--- src/hdl/tcc_pkg.sv ---
/*
 Constants for one capture/compare timer channel: register
 indices, field positions, reset values and function codes.
 Assumes a 3-bit register index and a 16-bit register port.
*/
package tcc_pkg;
	// Register port geometry
	localparam int ADDR_W = 3;
	localparam int DATA_W = 16;

	// Register indices
	localparam logic [2:0] REG_CLK_SEL = 3'h0;
	localparam logic [2:0] REG_PIN_FUNC = 3'h1;
	localparam logic [2:0] REG_COUNTER = 3'h2;
	localparam logic [2:0] REG_GEN_A = 3'h3;
	localparam logic [2:0] REG_GEN_B = 3'h4;
	localparam logic [2:0] REG_FLAGS = 3'h5;

	// Clock select control fields
	localparam int CLR_LO = 5;
	localparam int EDGE_LO = 3;
	localparam int SRC_LO = 0;
	localparam int SRC_EXT_BIT = 2;
	localparam logic [7:0] CLK_SEL_RST = 8'h00;
	localparam logic [7:0] CLK_SEL_FIXED = 8'h80;

	// Pin function control fields
	localparam int FUNC_A_LO = 0;
	localparam int FUNC_B_LO = 4;
	localparam int FUNC_FIXED_BIT = 3;
	localparam int FUNC_SPARE_BIT = 7;
	localparam logic [7:0] PIN_FUNC_RST = 8'h88;

	// Flag register fields
	localparam int FLAG_A_BIT = 0;
	localparam int FLAG_B_BIT = 1;

	// Counter clear sources
	localparam logic [1:0] CLR_NONE = 2'h0;
	localparam logic [1:0] CLR_GEN_A = 2'h1;
	localparam logic [1:0] CLR_GEN_B = 2'h2;
	localparam logic [1:0] CLR_SYNC = 2'h3;

	// External edge choices
	localparam logic [1:0] EDGE_RISE = 2'h0;
	localparam logic [1:0] EDGE_FALL = 2'h1;
	localparam int EDGE_BOTH_BIT = 1;

	// Internal divider choices
	localparam logic [1:0] DIV_1 = 2'h0;
	localparam logic [1:0] DIV_2 = 2'h1;
	localparam logic [1:0] DIV_4 = 2'h2;
	localparam logic [1:0] DIV_8 = 2'h3;

	// General register function codes
	localparam logic [2:0] FUNC_OC_OFF = 3'h0;
	localparam logic [2:0] FUNC_OC_LOW = 3'h1;
	localparam logic [2:0] FUNC_OC_HIGH = 3'h2;
	localparam logic [2:0] FUNC_OC_TOGGLE = 3'h3;
	localparam logic [2:0] FUNC_IC_RISE = 3'h4;
	localparam logic [2:0] FUNC_IC_FALL = 3'h5;
	localparam logic [2:0] FUNC_IC_BOTH = 3'h6;
	localparam int FUNC_CAPTURE_BIT = 2;

	// Channel numbers with special behaviour
	localparam int CHAN_PHASE = 2;
	localparam int CHAN_PWM_LO = 3;
	localparam int CHAN_PWM_HI = 4;

	// Pin sampling inputs: ext clocks A..D, then pins A, B
	localparam int N_PINS = 6;
	localparam int PIN_A_IDX = 4;
	localparam int PIN_B_IDX = 5;
endpackage : tcc_pkg

--- src/hdl/tcc_channel.sv ---
/*
 One 16-bit capture/compare timer channel: clock source and
 edge choice, counter clear, two general registers with
 compare output or input capture, plain register port.
 Assumes pins and external clocks are asynchronous to mclk;
 mode and sync inputs come from logic on mclk.
*/
// Summary of operation
// Clear field picks register A event, register B event, or sync clear
// Compare-use clear source clears counter on compare match
// Capture-use clear source clears counter on input capture
// Sync participation decided by separate sync select input
// Edge field: 00 rising, 01 falling, 1x both edges
// Channel 2 phase counting ignores edge field
// Internal clock counts falling edges of divided clock only
// External clock counts edges chosen by edge field
// Source codes 000 to 011 give internal clock /1,/2,/4,/8
// Source codes 100 to 111 give external clocks A to D
// Channel 2 phase counting ignores clock source field
// Each register has three-bit function; top bit selects capture
// Compare codes: none, drive 0, drive 1, toggle on match
// Capture codes: rising, falling, both edges; 111 does nothing
// Register A uses same encoding on its own pin
// Compare pins drive 0 from reset until first match
// Channel 2 drives 1 instead of toggling
// Channels 3 and 4 in paired PWM disregard pin functions
// Pin function bit 3 reads 1; bit 7 is a free bit
// Reset gives pin function 0x88 with all fields cleared
// Each channel instance holds its own pin function register
// Compare match flag sets when counter equals register
// Capture copies counter into the capturing register
// Counter increments by one per qualified clock edge
`timescale 1ns/10ps
module tcc_channel #(
	parameter int CHAN_ID = 0
) (
	input wire logic mclk,
	input wire logic nrst,
	input wire logic [2:0] addr,
	input wire logic [15:0] wrData,
	input wire logic wrStb,
	input wire logic rdStb,
	output logic [15:0] rdData,
	input wire logic [3:0] extClkIn,
	input wire logic pinAIn,
	input wire logic pinBIn,
	output logic pinAOut,
	output logic pinAOe,
	output logic pinBOut,
	output logic pinBOe,
	input wire logic phaseCountMode,
	input wire logic pwmPairMode,
	input wire logic syncSelect,
	input wire logic syncClearIn,
	output logic syncClearOut
);
	// Capture decode for one register
	function automatic logic captureHit(
		input logic [2:0] code,
		input logic r,
		input logic f
	);
		logic hit;
		hit = 1'b0;
		if (code == tcc_pkg::FUNC_IC_RISE) begin
			hit = r;
		end else if (code == tcc_pkg::FUNC_IC_FALL) begin
			hit = f;
		end else if (code == tcc_pkg::FUNC_IC_BOTH) begin
			hit = r | f;
		end
		return hit;
	endfunction : captureHit

	// Pin level after a compare match
	function automatic logic matchLevel(
		input logic [2:0] code,
		input logic cur
	);
		logic lvl;
		lvl = cur;
		if (code == tcc_pkg::FUNC_OC_LOW) begin
			lvl = 1'b0;
		end else if (code == tcc_pkg::FUNC_OC_HIGH) begin
			lvl = 1'b1;
		end else if (code == tcc_pkg::FUNC_OC_TOGGLE) begin
			lvl = (CHAN_ID == tcc_pkg::CHAN_PHASE) ? 1'b1 : ~cur;
		end
		return lvl;
	endfunction : matchLevel

	// Pin drive enable for a function code
	function automatic logic driveOn(input logic [2:0] code);
		return !code[tcc_pkg::FUNC_CAPTURE_BIT] &&
			code != tcc_pkg::FUNC_OC_OFF;
	endfunction : driveOn

	logic [6:0] clkSel_reg;
	logic [6:0] clkSel_next;
	logic [7:0] pinFunc_reg;
	logic [7:0] pinFunc_next;
	logic [15:0] counter_reg;
	logic [15:0] counter_next;
	logic [15:0] genA_reg;
	logic [15:0] genA_next;
	logic [15:0] genB_reg;
	logic [15:0] genB_next;
	logic flagA_reg;
	logic flagA_next;
	logic flagB_reg;
	logic flagB_next;
	logic eqA_reg;
	logic eqB_reg;
	logic pinAOut_reg;
	logic pinAOut_next;
	logic pinBOut_reg;
	logic pinBOut_next;
	logic pinAOe_reg;
	logic pinAOe_next;
	logic pinBOe_reg;
	logic pinBOe_next;
	logic syncClear_reg;
	logic [15:0] rdData_reg;
	logic [15:0] rdData_next;

	// Synchronised pins: ext clocks A..D, capture pins A, B
	logic [5:0] rawIn;
	logic [5:0] pinLvl;
	logic [5:0] pinRise;
	logic [5:0] pinFall;
	assign rawIn = {pinBIn, pinAIn, extClkIn};

	genvar gi;
	generate
		for (gi = 0; gi < tcc_pkg::N_PINS; gi++) begin : gSync
			tcc_pin_sync uSync (
				.mclk(mclk),
				.nrst(nrst),
				.asyncIn(rawIn[gi]),
				.level(pinLvl[gi]),
				.rise(pinRise[gi]),
				.fall(pinFall[gi])
			);
		end
	endgenerate

	// Control fields
	wire [1:0] clrSel = clkSel_reg[tcc_pkg::CLR_LO +: 2];
	wire [1:0] edgeSel = clkSel_reg[tcc_pkg::EDGE_LO +: 2];
	wire [2:0] srcSel = clkSel_reg[tcc_pkg::SRC_LO +: 3];
	wire srcExt = srcSel[tcc_pkg::SRC_EXT_BIT];
	wire [1:0] srcIdx = srcSel[1:0];

	// Internal divided clock
	logic preTick;
	tcc_prescaler uPre (
		.mclk(mclk),
		.nrst(nrst),
		.divSel(srcIdx),
		.tick(preTick)
	);

	// External clock edge qualification
	wire extRise = pinRise[srcIdx];
	wire extFall = pinFall[srcIdx];
	wire extTick = edgeSel[tcc_pkg::EDGE_BOTH_BIT] ?
		(extRise | extFall) :
		(edgeSel == tcc_pkg::EDGE_FALL) ? extFall : extRise;

	// Phase counting on ext clocks A and B, channel 2 only
	wire phaseOn = (CHAN_ID == tcc_pkg::CHAN_PHASE) && phaseCountMode;
	wire qaR = pinRise[0];
	wire qaF = pinFall[0];
	wire qbR = pinRise[1];
	wire qbF = pinFall[1];
	wire qaL = pinLvl[0];
	wire qbL = pinLvl[1];
	wire phaseUp = (qaR & ~qbL) | (qaF & qbL) |
		(qbR & qaL) | (qbF & ~qaL);
	wire phaseDown = (qaR & qbL) | (qaF & ~qbL) |
		(qbR & ~qaL) | (qbF & qaL);

	// Count direction; phase mode overrides source and edge
	wire countUp = phaseOn ? phaseUp :
		srcExt ? extTick : preTick;
	wire countDown = phaseOn & phaseDown;

	// Paired PWM disregards pin functions on channels 3 and 4
	wire pwmOff = pwmPairMode && (CHAN_ID == tcc_pkg::CHAN_PWM_LO ||
		CHAN_ID == tcc_pkg::CHAN_PWM_HI);
	wire [2:0] funcA = pwmOff ? tcc_pkg::FUNC_OC_OFF :
		pinFunc_reg[tcc_pkg::FUNC_A_LO +: 3];
	wire [2:0] funcB = pwmOff ? tcc_pkg::FUNC_OC_OFF :
		pinFunc_reg[tcc_pkg::FUNC_B_LO +: 3];
	wire capModeA = funcA[tcc_pkg::FUNC_CAPTURE_BIT];
	wire capModeB = funcB[tcc_pkg::FUNC_CAPTURE_BIT];

	// Compare on a fresh equality, capture on a pin edge
	wire eqA = counter_reg == genA_reg;
	wire eqB = counter_reg == genB_reg;
	wire matchA = !capModeA && eqA && !eqA_reg;
	wire matchB = !capModeB && eqB && !eqB_reg;
	wire capA = captureHit(funcA, pinRise[tcc_pkg::PIN_A_IDX],
		pinFall[tcc_pkg::PIN_A_IDX]);
	wire capB = captureHit(funcB, pinRise[tcc_pkg::PIN_B_IDX],
		pinFall[tcc_pkg::PIN_B_IDX]);
	wire eventA = matchA | capA;
	wire eventB = matchB | capB;

	// Counter clear sources
	wire clearOwn = (clrSel == tcc_pkg::CLR_GEN_A && eventA) ||
		(clrSel == tcc_pkg::CLR_GEN_B && eventB);
	wire clearSync = clrSel == tcc_pkg::CLR_SYNC &&
		syncSelect && syncClearIn;
	wire clearNow = clearOwn | clearSync;

	// Register port decode
	wire wrClkSel = wrStb && addr == tcc_pkg::REG_CLK_SEL;
	wire wrPinFunc = wrStb && addr == tcc_pkg::REG_PIN_FUNC;
	wire wrCounter = wrStb && addr == tcc_pkg::REG_COUNTER;
	wire wrGenA = wrStb && addr == tcc_pkg::REG_GEN_A;
	wire wrGenB = wrStb && addr == tcc_pkg::REG_GEN_B;
	wire wrFlags = wrStb && addr == tcc_pkg::REG_FLAGS;

	// Control register next values
	assign clkSel_next = wrClkSel ? wrData[6:0] : clkSel_reg;
	assign pinFunc_next = wrPinFunc ?
		{wrData[tcc_pkg::FUNC_SPARE_BIT], wrData[6:4], 1'b1,
		wrData[2:0]} : pinFunc_reg;

	// Counter: clear beats software write beats counting
	assign counter_next = clearNow ? 16'h0000 :
		wrCounter ? wrData :
		countUp ? counter_reg + 16'h0001 :
		countDown ? counter_reg - 16'h0001 :
		counter_reg;

	// General registers: capture beats software write
	assign genA_next = capA ? counter_reg :
		wrGenA ? wrData : genA_reg;
	assign genB_next = capB ? counter_reg :
		wrGenB ? wrData : genB_reg;

	// Event flags: a new event wins over a write of 0
	assign flagA_next = eventA | (flagA_reg &
		~(wrFlags & ~wrData[tcc_pkg::FLAG_A_BIT]));
	assign flagB_next = eventB | (flagB_reg &
		~(wrFlags & ~wrData[tcc_pkg::FLAG_B_BIT]));

	// Compare pin levels and drive enables
	assign pinAOut_next = matchA ?
		matchLevel(funcA, pinAOut_reg) : pinAOut_reg;
	assign pinBOut_next = matchB ?
		matchLevel(funcB, pinBOut_reg) : pinBOut_reg;
	assign pinAOe_next = driveOn(funcA);
	assign pinBOe_next = driveOn(funcB);

	// Read selection; data appears only the cycle after
	wire [15:0] rdClkSel = {8'h00, tcc_pkg::CLK_SEL_FIXED |
		{1'b0, clkSel_reg}};
	wire [15:0] rdPinFunc = {8'h00, pinFunc_reg[7:4],
		1'b1, pinFunc_reg[2:0]};
	wire [15:0] rdFlags = {14'h0000, flagB_reg, flagA_reg};
	wire [15:0] rdValue =
		(addr == tcc_pkg::REG_CLK_SEL) ? rdClkSel :
		(addr == tcc_pkg::REG_PIN_FUNC) ? rdPinFunc :
		(addr == tcc_pkg::REG_COUNTER) ? counter_reg :
		(addr == tcc_pkg::REG_GEN_A) ? genA_reg :
		(addr == tcc_pkg::REG_GEN_B) ? genB_reg :
		(addr == tcc_pkg::REG_FLAGS) ? rdFlags : 16'h0000;
	assign rdData_next = rdStb ? rdValue : 16'h0000;

	// Control registers; pin function resets to 0x88
	always_ff @(posedge mclk or negedge nrst) begin
		if (!nrst) begin
			clkSel_reg <= tcc_pkg::CLK_SEL_RST[6:0];
			pinFunc_reg <= tcc_pkg::PIN_FUNC_RST;
		end else begin
			clkSel_reg <= clkSel_next;
			pinFunc_reg <= pinFunc_next;
		end
	end

	// Counter and general registers
	always_ff @(posedge mclk or negedge nrst) begin
		if (!nrst) begin
			counter_reg <= 16'h0000;
			genA_reg <= 16'h0000;
			genB_reg <= 16'h0000;
		end else begin
			counter_reg <= counter_next;
			genA_reg <= genA_next;
			genB_reg <= genB_next;
		end
	end

	// Equality history and event flags; reset value 0 == 0 is no match
	always_ff @(posedge mclk or negedge nrst) begin
		if (!nrst) begin
			eqA_reg <= 1'b1;
			eqB_reg <= 1'b1;
			flagA_reg <= 1'b0;
			flagB_reg <= 1'b0;
		end else begin
			eqA_reg <= eqA;
			eqB_reg <= eqB;
			flagA_reg <= flagA_next;
			flagB_reg <= flagB_next;
		end
	end

	// Pin outputs start low until a match
	always_ff @(posedge mclk or negedge nrst) begin
		if (!nrst) begin
			pinAOut_reg <= 1'b0;
			pinBOut_reg <= 1'b0;
			pinAOe_reg <= 1'b0;
			pinBOe_reg <= 1'b0;
		end else begin
			pinAOut_reg <= pinAOut_next;
			pinBOut_reg <= pinBOut_next;
			pinAOe_reg <= pinAOe_next;
			pinBOe_reg <= pinBOe_next;
		end
	end

	// Sync clear out and read data
	always_ff @(posedge mclk or negedge nrst) begin
		if (!nrst) begin
			syncClear_reg <= 1'b0;
			rdData_reg <= 16'h0000;
		end else begin
			syncClear_reg <= clearOwn;
			rdData_reg <= rdData_next;
		end
	end

	// Outputs straight from flops
	assign pinAOut = pinAOut_reg;
	assign pinBOut = pinBOut_reg;
	assign pinAOe = pinAOe_reg;
	assign pinBOe = pinBOe_reg;
	assign syncClearOut = syncClear_reg;
	assign rdData = rdData_reg;
endmodule : tcc_channel

--- src/hdl/tcc_pin_sync.sv ---
/*
 Two-stage synchroniser with edge detection for one pin.
 Assumes the pin is asynchronous to mclk.
*/
`timescale 1ns/10ps
module tcc_pin_sync (
	input wire logic mclk,
	input wire logic nrst,
	input wire logic asyncIn,
	output logic level,
	output logic rise,
	output logic fall
);
	logic meta_reg;
	logic sync_reg;
	logic last_reg;

	// Two flops, then one history flop for edges
	always_ff @(posedge mclk or negedge nrst) begin
		if (!nrst) begin
			meta_reg <= 1'b0;
			sync_reg <= 1'b0;
			last_reg <= 1'b0;
		end else begin
			meta_reg <= asyncIn;
			sync_reg <= meta_reg;
			last_reg <= sync_reg;
		end
	end

	// Edges seen only on the second stage
	assign level = sync_reg;
	assign rise = sync_reg & ~last_reg;
	assign fall = ~sync_reg & last_reg;
endmodule : tcc_pin_sync

--- src/hdl/tcc_prescaler.sv ---
/*
 Internal clock divider giving one tick per falling edge of
 the divided clock (by 1, 2, 4 or 8). Assumes mclk is the
 internal system clock.
*/
`timescale 1ns/10ps
module tcc_prescaler (
	input wire logic mclk,
	input wire logic nrst,
	input wire logic [1:0] divSel,
	output logic tick
);
	logic [2:0] div_reg;

	// Free-running divider chain
	always_ff @(posedge mclk or negedge nrst) begin
		if (!nrst) begin
			div_reg <= 3'h0;
		end else begin
			div_reg <= div_reg + 3'h1;
		end
	end

	// Divided clock bit falls when lower bits are all ones
	assign tick = (divSel == tcc_pkg::DIV_1) ? 1'b1 :
		(divSel == tcc_pkg::DIV_2) ? div_reg[0] :
		(divSel == tcc_pkg::DIV_4) ? &div_reg[1:0] :
		&div_reg;
endmodule : tcc_prescaler

--- config.mk ---
export PLATFORM = sky130hd
export DESIGN_NAME = tcc_channel
export DESIGN_NICKNAME = d
export VERILOG_FILES = /design/src/hdl/tcc_pkg.sv /design/src/hdl/tcc_channel.sv /design/src/hdl/tcc_pin_sync.sv /design/src/hdl/tcc_prescaler.sv
export SDC_FILE = /design/constraint.sdc
export NUM_CORES = 1
export LEC_CHECK = 0
export ABC_CLOCK_PERIOD_IN_PS = 2700
export BUFFER_PORTS_ARGS = -buffer_cell sky130_fd_sc_hd__buf_4
export CORE_ASPECT_RATIO = 0.9
export CORE_MARGIN = 2
export CORE_UTILIZATION = 32
export DETAILED_ROUTE_END_ITERATION = 16
export SLEW_MARGIN = 20
export SYNTH_ARGS = -nofsm -noshare
export SYNTH_HDL_FRONTEND = slang
export SYNTH_SLANG_ARGS = --single-unit
export TNS_END_PERCENT = 30
--- constraint.sdc ---
create_clock -name mclk -period 2.7 [get_ports mclk]
set_input_delay 0.135 -clock mclk [delete_from_list [all_inputs] [get_ports mclk]]
set_output_delay 0.135 -clock mclk [all_outputs]
set_load 0.02 [all_outputs]
Yosys cells after proc, flatten, opt, wreduce, memory -nomap -nowiden. Index checks and enable logic that the tools add are counted.

Equality and inequality tests: 25. Order comparisons: 1. Muxes and demuxes: 36. Reductions and logical operators: 34. $add $sub $neg: 2. Bitwise gates (word level): 42.

Operator list (number): $mux 16 (13); $eq 16x16->1 (2); $eq 3x3->1 const B (8); $mux 1 (20); $eq 3x2->1 const B (6); $not 1->1 (18); $add 16x1->16 const B (1); $and 1x1->1 (16); $logic_and 1x1->1 (16); $reduce_bool 3->1 (5); $eq 3x1->1 const B (3); $or 1x1->1 (8); $eq 2x1->1 const B (3); $eq 2x2->1 const B (3); $reduce_and 2->1 (3); $bmux 1 s2 (2); $logic_not 1->1 (4); $lt 2x4->1 const B (1); $reduce_bool 2->1 (2); $add 3x1->3 const B (1); $logic_not 3->1 (1); $reduce_and 3->1 (1); $logic_not 2->1 (1); $mux 2 (1); $logic_or 1x1->1 (1).

Register bits after elaboration: 108. Logic and storage cells: 174. Output and inout bits: 21.

Longest topological paths before layout. Gate-level depths: netlist (run 1).

Depth in word-level cells: 11. Depth in mapped cells: 9.

By module. A second synthesis (run 1) with hierarchy kept.

Cells, all modules: 572. Area, all modules: 5600.4 µm².

Modules (own cells, without submodules): tcc_channel (seq. area each 2180.8 µm², area each 4928.5 µm², cells an instance 533, instances 1); tcc_pin_sync (seq. area each 75.1 µm², area each 90.1 µm², cells an instance 5, instances 6); tcc_prescaler (seq. area each 75.1 µm², area each 131.4 µm², cells an instance 9, instances 1).

Worst setup path before layout (run 1). No wires, ideal clock.

Kind: reg2reg. Start: register clkSel_reg[1]. End: register counter_reg[13]. Setup time: 0.099 ns. Cell stages (with the launch flop): 7. Clock period less this slack: 2.289 ns. Slack: 0.411 ns. Data required time: 2.601 ns. Arrival: 2.190 ns. Path through: dfrtp_1 -> mux4_2 -> a22oi_1 -> a31oi_1 -> clkbuf_1 -> or4_1 -> a311oi_1.

Cells in the longest elaborated chain, start to end: 6. Elaborated cells on any way between the ends: 15. Those cells by class: 2 x eq/ne; 10 x mux; 1 x bitwise; 2 x reduce/logical.

RTL lines: start: declaration (RTL line tcc_channel.sv:98) `logic [6:0] clkSel_reg;`; start signal: assignment (RTL line tcc_channel.sv:276) `clkSel_reg <= tcc_pkg::CLK_SEL_RST[6:0];`; start signal: assignment (RTL line tcc_channel.sv:279) `clkSel_reg <= clkSel_next;`; $bmux 1 s2, or another cell as far along (RTL line tcc_channel.sv:164) `wire extRise = pinRise[srcIdx];`; $mux 1 (on tied branches) (RTL line tcc_channel.sv:164, tcc_channel.sv:165, tcc_prescaler.sv:27); $mux 1, or another cell as far along (RTL line tcc_channel.sv:168) `(edgeSel == tcc_pkg::EDGE_FALL) ? extFall : extRise;`; $mux 1 (on tied branches) (RTL line tcc_channel.sv:166, tcc_prescaler.sv:25); $mux 1 * (RTL line tcc_channel.sv:185) `srcExt ? extTick : preTick;`; $reduce_bool 3->1 (no source line) *; end signal: assignment (RTL line tcc_channel.sv:291) `counter_reg <= counter_next;`; end: declaration (RTL line tcc_channel.sv:102) `logic [15:0] counter_reg;`.

Mark *: on every way between the ends. The rest lies on a longest branch, timed or not. The select of a mux whose other input is x is not followed. A chain may end at the register's enable or synchronous reset.

Worst setup path after layout (run 1).
Start: register gSync[3].uSync.sync_reg. End: register counter_reg[13].

Cells in the longest elaborated chain, start to end: 8. Elaborated cells on any way between the ends: 12. Those cells by class: 7 x mux; 4 x bitwise; 1 x reduce/logical.

RTL lines: start: declaration (RTL line tcc_pin_sync.sv:15) `logic sync_reg;`; start signal: assignment (RTL line tcc_pin_sync.sv:26) `sync_reg <= meta_reg;`; $not 1->1 (RTL line tcc_pin_sync.sv:34) `assign fall = ~sync_reg & last_reg;`; $and 1x1->1 (RTL line tcc_pin_sync.sv:34); $bmux 1 s2 (RTL line tcc_channel.sv:165) `wire extFall = pinFall[srcIdx];`; $mux 1 (implied by the code) (RTL line tcc_channel.sv:165); $mux 1 or $or 1x1->1 (tied branches) (RTL line tcc_channel.sv:168, tcc_channel.sv:167); $mux 1 * (RTL line tcc_channel.sv:166) `wire extTick = edgeSel[tcc_pkg::EDGE_BOTH_BIT] ?`; $mux 1 * (RTL line tcc_channel.sv:185); $reduce_bool 3->1 (no source line) *.

Marks and branches as above.

==> impl_metrics.env, run 1 <==
export IMPL_status="finished clean"
export IMPL_drt_iter0_drc=519
export IMPL_criticalPathCategory="reg2reg"
export IMPL_synth_seq_area_share_pct=48.7
export IMPL_path_buf_inv=1
export IMPL_ir_worst_vdd_uv=440
export IMPL_cts_sinks=108
export IMPL_tightest_slew_ns=0.878
export IMPL_grt_pass1_wl_um=23900
export IMPL_areaGrowthSynthToFinish_pct=20.0
export IMPL_synth_xor_area_share_pct=5.20
export IMPL_clk_pin_slew_ns=0.07
export IMPL_p_per_area_mw_per_mm2=869
export IMPL_cp_top_family="simple AND/OR/NAND/NOR gates"
export IMPL_internal_power_mw=3.68
export IMPL_syn_inst=566
export IMPL_antenna_found_initial=0
export IMPL_synth_compound_area_share_pct=14.7
export IMPL_grt_start_max_net_pins=56
export IMPL_placed_area_mm2=0.00631
export IMPL_postRouteWirelength_um=15200
export IMPL_dr_pass1_iters=5
export IMPL_grt_use_total_pct=16.8
export IMPL_p_sw_mw=2.11
export IMPL_cts_root_buf="clkbuf_16"
export IMPL_synthMuxAreaShare_pct=10.9
export IMPL_synth_avg_cell_area_um2=9.82
export IMPL_worstSkewPairLatency_ns=0.36
export IMPL_clockBufferDepth=2
export IMPL_pwr_share_comb_pct=33.5
export IMPL_die_height_um=129
export IMPL_synth_area_mm2=0.00556
export IMPL_swShare_pct=36.4
export IMPL_drive_gt1_share_pct=18.7
export IMPL_critical_path_reg2reg_startpoint="gSync[3].uSync.level"
export IMPL_cp_end_kind="flip-flop"
export IMPL_tns_ns=0
export IMPL_period_needed_ns=2.51
export IMPL_power_clock_fraction_pct=22.2
export IMPL_cts_tree="built"
export IMPL_synthAdderAreaFrac_pct=1.58
export IMPL_grt_pass1_vias=4308
export IMPL_drc_errors=0
export IMPL_stdcell_area_mm2=0.00667
export IMPL_start_kind="flip-flop"
export IMPL_coreArea_mm2=0.0169
export IMPL_fin_crit_sh_pct=92.9
export IMPL_routed_via_count=4480
export IMPL_ys_ff_latch=108
export IMPL_grt_overflow=0
export IMPL_critPathRequiredTime_ns=2.95
export IMPL_io_pin_count=54
export IMPL_mostFrequentLayoutCell="dfrtp_1"
export IMPL_port_buffers=51
export IMPL_critical_path_startpoint="gSync[3].uSync.level"
export IMPL_place_inst=838
export IMPL_finalHoldViolations=0
export IMPL_ant_nets=0
export IMPL_start_util_pct=32.8
export IMPL_utilization_pct=39.3
export IMPL_vias_per_cell=5.20
export IMPL_synthSimpleGateAreaFrac_pct=15.4
export IMPL_hold_path_class="in2reg"
export IMPL_finalPower_mw=5.79
export IMPL_synth_main_ff_cell="dfrtp_1"
export IMPL_power_frac_seq_pct=44.3
export IMPL_synth_top_family_by_area="simple AND/OR/NAND/NOR gates"
export IMPL_max_slew_margin_rel_pct=41.2
export IMPL_synth_async_sr_flop_share_pct=100
export IMPL_yosysTopAreaCell="dfrtp_1"
export IMPL_worst_path_max_fanout=20
export IMPL_p_leak_nw=2.87
export IMPL_slew_viol_final=0
export IMPL_ys_warn_count=0
export IMPL_setup_viol=0
export IMPL_dieArea_mm2=0.0184
export IMPL_synth_area_leaders="dfrtp_1 (47%), mux2i_1 (7.2%), xnor2_1 (5.0%)"
export IMPL_grt_setup_unrepaired="false"
export IMPL_ys_types=47
export IMPL_max_stage_delay_ns=0.50
export IMPL_cts_setup_buffers=0
export IMPL_final_cell_mix="dfrtp_1 (105), buf_4 (78), nor2_1 (61)"
export IMPL_yosysTopAreaCellShare_pct=47.3
export IMPL_clock_fmax_ghz=0.399
export IMPL_fin_cells=861
export IMPL_path_cells="nand2b_1 -> mux4_2 -> a22oi_1 -> a31oi_1 -> buf_4 -> or4_1 -> a311oi_1"
export IMPL_hold_start="wrData[3]"
export IMPL_post_drt_wl_per_cell_um=17.6
export IMPL_nNetsFinal=661
export IMPL_cpMaxStageDelayCell="mux4_2"
export IMPL_syn_nets=606
export IMPL_cts_buffers=9
export IMPL_cts_resized=0
export IMPL_num_rows=45
export IMPL_place_gp_congestion=0.888
export IMPL_arrival_ns=2.76
export IMPL_hpwl_um=10700
export IMPL_cap_violations=0
export IMPL_die_x_um=143
export IMPL_synth_edf_count=0
export IMPL_htreeDepth=3
export IMPL_n_antenna_cell=0
export IMPL_fin_skew_ns=0.00889
[worst register-to-register path, stage by stage, from the launching register on]
cell	delay, ns
dfrtp_1	0.40
nand2b_1	0.15
mux4_2	0.50
a22oi_1	0.23
a31oi_1	0.13
buf_4	0.21
or4_1	0.51
a311oi_1	0.28
[cell usage after synthesis, types with 5 or more instances]
master      n
dfrtp_1   105
nand2b_1   13
o22ai_1     7
and2_1      5
clkbuf_1   37
nand4_1    11
nand3_1     9
and3_1      7
a21boi_0    5
mux2i_1    40
a21oi_1    48
a31oi_1    12
xnor2_1    32
ha_1        7
or4_1       6
nor2_1     61
nand2_1    38
o21ai_0    35
mux2_2     14
inv_1       9
[final timing paths]
kind | end | slack [ns] | cells after the start
min | clkSel_reg[3] | 0.08 | 2
max | counter_reg[13] | 0.19 | 7
min in group asynchronous | uPre.div_reg[1] | 0.37 | 2
max in group asynchronous | eqA_reg | 1.53 | 3
max reg2reg | counter_reg[13] | 0.19 | 7
min reg2reg | gSync[4].uSync.level | 0.35 | 0
[per-layer routing]
metal	routed length (um)	vias up	share of wire [%]	global-route usage (%)
met1	6950	2206	46	23.7
met5	0	-	0	0
li1	-	2118	-	-
met4	218	0	1.4	4.60
met3	917	18	6.0	3.77
met2	7090	138	47	26.2
[power by group through the flow]
stage | combinational (mW) | sequential [mW] | clock, mW
CTS | 1.94 | 2.55 | 1.32
detailed placement | 1.93 | 2.58 | 0
floorplan | 1.38 | 2.41 | 0
global route | 2.13 | 2.62 | 1.39
finish | 1.94 | 2.56 | 1.29
global placement | 1.87 | 2.56 | 0
[layout make-up]
| cell class | instances | area [um^2] |
|---|---|---|
| Tap cell | 235 | 294 |
| Inverter | 10 | 37.5 |
| Clock inverter | 3 | 21.3 |
| Fill cell | 1642 | 10300 |
| Timing Repair Buffer | 86 | 676 |
| Multi-Input combinational cell | 406 | 2670 |
| Sequential cell | 108 | 2710 |
| Clock buffer | 13 | 260 |
[metrics by stage]
stage / hold slack [ns] / setup WS, ns
after floorplan: -0.161 / 0.411
after global placement: 0.221 / 0.313
after detailed placement: 0.233 / 0.214
after CTS: 0.0578 / 0.190
after global routing: 0.0781 / 0.0171
final: 0.0761 / 0.193
[cells by family (layout without fill, tap and decap cells)]
group / after synthesis / count (layout)
AND/OR/NAND/NOR: 173 / 173
AO/OA/AOI/OAI: 137 / 137
flip-flops: 108 / 108
multiplexers: 56 / 56
buffers and inverters: 52 / 112
XOR/XNOR: 33 / 33
adder cells (fa/ha/maj): 7 / 7
[repair_timing]
action,CTS,global route
endpoints found under the hold margin,59,0
endpoints found under the setup margin,0,0
hold buffers,7,0
No activity file was read; power rests on OpenSTA's default activity.
==> inputs of run 2 (changes only) <==
REMOVE_ABC_BUFFERS = 1   (was default)
==> run 2 against run 1 <==
Design area up 0.81%. Sequential power is essentially flat. Die area unchanged. Power up 1.2%. Sequential share of layout area decreased by 0.33 points. Critical endpoint is now counter_reg[8]. Largest cell class unchanged. Largest power group unchanged.
==> impl_metrics.env, run 2 (synthesis gave the netlist of run 1 again) <==
export IMPL_dr_pass1_iters=4
export IMPL_hold_start="wrData[5]"
export IMPL_hold_path_class="in2reg"
export IMPL_stdcell_area_mm2=0.00672
export IMPL_worst_r2r_cell_count=6
export IMPL_cts_buffers=9
export IMPL_start_util_pct=32.8
export IMPL_placed_area_mm2=0.00631
export IMPL_cp_end_kind="flip-flop"
export IMPL_n_antenna_cell=0
export IMPL_hpwl_um=10300
export IMPL_r2r_slack_ns=0.18
export IMPL_routed_via_count=4490
export IMPL_cts_root_buf="clkbuf_16"
export IMPL_port_buffers=51
export IMPL_power_clock_fraction_pct=24.2
export IMPL_grt_overflow=0
export IMPL_holdPathEnd="clkSel_reg[5]"
export IMPL_post_drt_wl_per_cell_um=17.1
export IMPL_power_frac_seq_pct=44.0
export IMPL_worstSkewPairLatency_ns=0.36
export IMPL_die_x_um=143
export IMPL_critPathRequiredTime_ns=2.98
export IMPL_ir_worst_vdd_uv=422
export IMPL_max_slew_margin_rel_pct=62.7
export IMPL_grt_pass1_wl_um=23400
export IMPL_fin_cells=861
export IMPL_status="finished clean"
export IMPL_grt_start_max_net_pins=74
export IMPL_arrival_ns=2.80
export IMPL_tns_ns=0
export IMPL_die_height_um=129
export IMPL_fin_crit_sh_pct=93.4
export IMPL_mostFrequentLayoutCell="dfrtp_1"
export IMPL_worstHoldPathCells=2
export IMPL_grt_pass1_vias=4381
export IMPL_clockBufferDepth=2
export IMPL_p_per_area_mw_per_mm2=872
export IMPL_path_buf_inv=1
export IMPL_postRouteWirelength_um=14700
export IMPL_fill_cells=1665
export IMPL_max_stage_delay_ns=0.58
export IMPL_timing_hold_ws_ns=0.0553
export IMPL_p_sw_mw=2.07
export IMPL_finalPower_mw=5.86
export IMPL_areaGrowthSynthToFinish_pct=20.9
export IMPL_fin_skew_ns=0.00891
export IMPL_p_leak_nw=2.89
export IMPL_finalHoldViolations=0
export IMPL_clk_pin_slew_ns=0.07
export IMPL_htreeDepth=3
export IMPL_swShare_pct=35.4
export IMPL_ant_nets=0
export IMPL_critical_path_reg2reg_startpoint="clkSel_reg[1]"
export IMPL_criticalPathCategory="reg2reg"
export IMPL_worst_path_max_fanout=7
export IMPL_drc_errors=0
export IMPL_cts_sinks=108
export IMPL_dieArea_mm2=0.0184
export IMPL_tightest_slew_ns=0.558
export IMPL_cpMaxStageDelayCell="mux4_2"
export IMPL_clock_fmax_ghz=0.397
export IMPL_period_needed_ns=2.52
export IMPL_start_kind="flip-flop"
export IMPL_final_cell_mix="dfrtp_1 (105), buf_4 (78), nor2_1 (61)"
export IMPL_internal_power_mw=3.79
export IMPL_coreArea_mm2=0.0169
export IMPL_grt_setup_unrepaired="false"
export IMPL_place_inst=837
export IMPL_place_gp_congestion=0.864
export IMPL_drt_iter0_drc=308
export IMPL_drive_gt1_share_pct=19.0
export IMPL_cp_top_family="compound AO/OA/AOI/OAI gates"
export IMPL_num_rows=45
export IMPL_setup_viol=0
export IMPL_cts_setup_buffers=0
export IMPL_cap_violations=0
export IMPL_vias_per_cell=5.21
export IMPL_pwr_share_comb_pct=31.8
export IMPL_antenna_found_initial=0
export IMPL_slew_viol_final=0
export IMPL_nNetsFinal=661
export IMPL_cts_tree="built"
export IMPL_grt_use_total_pct=16.4
export IMPL_path_cells="mux4_2 -> a22oi_2 -> a22oi_1 -> buf_4 -> or4b_1 -> a31oi_1"
export IMPL_worst_r2r_endpoint="counter_reg[8]"
export IMPL_io_pin_count=54
-- run 2: final cells by class --
| type | instances | area, um^2 | area share, % |
|---|---|---|---|
| inverter | 10 | 37.5 | 0.559 |
| sequential | 108 | 2710 | 40.3 |
| tap | 235 | 294 | 4.38 |
| clock buffer | 12 | 236 | 3.52 |
| clock inverter | 4 | 73.8 | 1.10 |
| timing repair buffer | 86 | 676 | 10.1 |
| multi-input combinational | 406 | 2700 | 40.1 |
-- run 2: metal layers --
| metal | up-vias | track usage [%] | part of all wire, % |
|---|---|---|---|
| met5 | - | 0 | 0 |
| met4 | 0 | 5.59 | 1.6 |
| met3 | 19 | 3.47 | 5.2 |
| met2 | 134 | 26.2 | 47 |
| met1 | 2219 | 22.3 | 46 |
| li1 | 2118 | - | - |
-- run 2: metrics by stage --
| step | utilization [%] | worst slack (ns) |
|---|---|---|
| 2_1_floorplan | - | -0.217 |
| 3_3_place_gp | 37.2 | 0.124 |
| 3_5_place_dp | 37.2 | 0.0551 |
| 4_1_cts | 39.5 | 0.0350 |
| 5_1_grt | 39.6 | 0.0341 |
| 6_report | 39.6 | 0.178 |
-- run 2: worst max path at each step --
| stage | start | endpoint | depth (start not counted) |
|---|---|---|---|
| 2_1_floorplan | gSync[4].uSync.last_reg | counter_reg[0] | 7 |
| 5_1_grt | counter_reg[0] | counter_reg[0] | 8 |
| 3_3_place_gp | clkSel_reg[1] | counter_reg[15] | 6 |
| 6_report | clkSel_reg[1] | counter_reg[8] | 6 |
| 4_1_cts | clkSel_reg[1] | counter_reg[11] | 6 |
| 3_5_place_dp | clkSel_reg[1] | counter_reg[11] | 6 |
-- run 2: power groups by stage --
stage	registers [mW]	clock network (mW)	logic, mW
3_5_place_dp	2.60	0	1.84
3_3_place_gp	2.57	0	1.79
6_report	2.58	1.42	1.86
2_1_floorplan	2.56	0	1.14
4_1_cts	2.57	1.45	1.85
5_1_grt	2.65	1.51	2.06
-- run 2: what timing repair did --
action / 4_1_cts / 5_1_grt
endpoints found under the hold margin: 39 / 0
resized for setup: 0 / 4
setup endpoints to repair: 0 / 8
hold buffers: 7 / 0
==> inputs of run 3 (changes only) <==
==> constraint.sdc (replaced) <==
create_clock -name mclk -period 2.7 [get_ports mclk]
set_input_delay 0.54 -clock mclk [delete_from_list [all_inputs] [get_ports mclk]]
set_output_delay 0.54 -clock mclk [all_outputs]
set_load 0.02 [all_outputs]
==> run 3 against run 2 <==
Design area down 1.6%. Die area unchanged. Wire length up 1.2%. Highest routed layer unchanged. Largest cell class unchanged. Global-route usage up 0.57 points. Hold slack better by 0.15 ns. Sequential power about the same. Critical path depth down 1. Clock skew down 0.00062 ns. Sequential share of layout area up 0.64 points. Combinational power about the same. Largest power group unchanged.
==> impl_metrics.env, run 3 (synthesis gave the netlist of run 1 again) <==
export IMPL_n_antenna_cell=0
export IMPL_grt_use_total_pct=17.0
export IMPL_arrival_ns=2.79
export IMPL_placed_area_mm2=0.00634
export IMPL_ir_worst_vdd_uv=333
export IMPL_drt_iter0_drc=271
export IMPL_use_met1_pct=23.1
export IMPL_place_ws_ns=0.204
export IMPL_fin_skew_ns=0.00828
export IMPL_worst_r2r_endpoint="counter_reg[8]"
export IMPL_criticalPathCategory="reg2reg"
export IMPL_postRouteWirelength_um=14900
export IMPL_drive_gt1_share_pct=19.0
export IMPL_htreeDepth=3
export IMPL_cap_violations=0
export IMPL_start_util_pct=32.8
export IMPL_clockBufferDepth=2
export IMPL_p_leak_nw=2.85
export IMPL_grt_pass1_wl_um=24200
export IMPL_dieArea_mm2=0.0184
export IMPL_die_height_um=129
export IMPL_cts_sinks=108
export IMPL_io_pin_count=54
export IMPL_start_kind="flip-flop"
export IMPL_setup_slack_ns=0.190
export IMPL_met2_usage_pct=27.3
export IMPL_status="finished clean"
export IMPL_holdBufCountCts=0
export IMPL_met3_usage_pct=3.40
export IMPL_port_buffers=51
export IMPL_mostFrequentLayoutCell="dfrtp_1"
export IMPL_fin_crit_sh_pct=93.0
export IMPL_hold_path_class="in2async"
export IMPL_cts_resized=0
export IMPL_grt_start_max_net_pins=47
export IMPL_die_x_um=143
export IMPL_areaGrowthSynthToFinish_pct=19.0
export IMPL_stdcell_area_mm2=0.00661
export IMPL_antenna_found_initial=0
export IMPL_period_needed_ns=2.51
export IMPL_post_drt_wl_per_cell_um=17.4
export IMPL_final_cell_mix="dfrtp_1 (105), buf_4 (79), nor2_1 (61)"
export IMPL_clock_fmax_ghz=0.398
export IMPL_clk_pin_slew_ns=0.07
export IMPL_cts_tree="built"
export IMPL_vias_per_cell=5.22
export IMPL_worst_r2r_cell_count=5
export IMPL_grt_overflow=0
export IMPL_drc_errors=0
export IMPL_worst_path_max_fanout=10
export IMPL_cts_root_buf="clkbuf_16"
export IMPL_worstSkewPairLatency_ns=0.36
export IMPL_finalHoldViolations=0
export IMPL_busiest_layer="met2"
export IMPL_cp_end_kind="flip-flop"
export IMPL_grt_pass1_vias=4481
export IMPL_routed_via_count=4466
export IMPL_tightest_slew_ns=1.09
export IMPL_r2r_slack_ns=0.19
export IMPL_nNetsFinal=656
export IMPL_critical_path_reg2reg_startpoint="clkSel_reg[1]"
export IMPL_cts_buffers=9
export IMPL_p_per_area_mw_per_mm2=859
export IMPL_cts_setup_buffers=0
export IMPL_critPathRequiredTime_ns=2.98
export IMPL_ant_nets=0
export IMPL_setup_viol=0
export IMPL_num_rows=45
export IMPL_hpwl_um=10500
export IMPL_slew_viol_final=0
export IMPL_finalPower_mw=5.68
export IMPL_place_gp_congestion=0.842
export IMPL_grt_setup_unrepaired="false"
export IMPL_max_slew_margin_rel_pct=27.1
export IMPL_coreArea_mm2=0.0169
export IMPL_dr_pass1_iters=5
[run 3: cell type report]
cell class	instances	area [um^2]
Multi-Input combinational cell	406	2670
Tap cell	235	294
Clock buffer	13	250
Inverter	10	37.5
Sequential cell	108	2710
Timing Repair Buffer	81	633
Fill cell	1686	10300
Clock inverter	3	22.5
[run 3: stage by stage]
stage	utilization [%]	instances	hold slack (ns)	TNS [ns]
6_report	39.0	856	0.204	0
5_1_grt	39.0	856	0.250	0
4_1_cts	39.0	856	0.227	0
3_5_place_dp	37.4	840	0.336	0
3_3_place_gp	37.4	840	0.332	0
2_1_floorplan	-	524	0.244	-1.85
[run 3: worst max-delay path, stage by stage (launching register included)]
cell and delay (ns):
dfrtp_1 0.48, mux4_2 0.57, a22oi_1 0.23, a22oi_1 0.35
or4b_1 0.60, a31oi_1 0.20
[run 3: layer usage]
metal  vias up  routed length [um]
met2       114                7190
li1       2107                   -
met3        22                 725
met1      2223                6730
met5         -                   0
met4         0                 221
[run 3: worst max-delay path by stage]
stage	to	cells after the start	from	slack, ns
after global placement	counter_reg[7]	6	clkSel_reg[1]	0.28
final	counter_reg[8]	5	clkSel_reg[1]	0.19
after CTS	counter_reg[7]	6	clkSel_reg[1]	0.19
after detailed placement	counter_reg[8]	5	clkSel_reg[1]	0.20
after floorplan	counter_reg[0]	7	gSync[4].uSync.last_reg	-0.22
after global routing	counter_reg[13]	6	clkSel_reg[1]	0.004
[run 3: power breakdown]
part	internal [mW]	switching, mW
Clock	0.653	0.598
Combinational	0.919	0.963
Sequential	2.06	0.495
Total	3.63	2.06
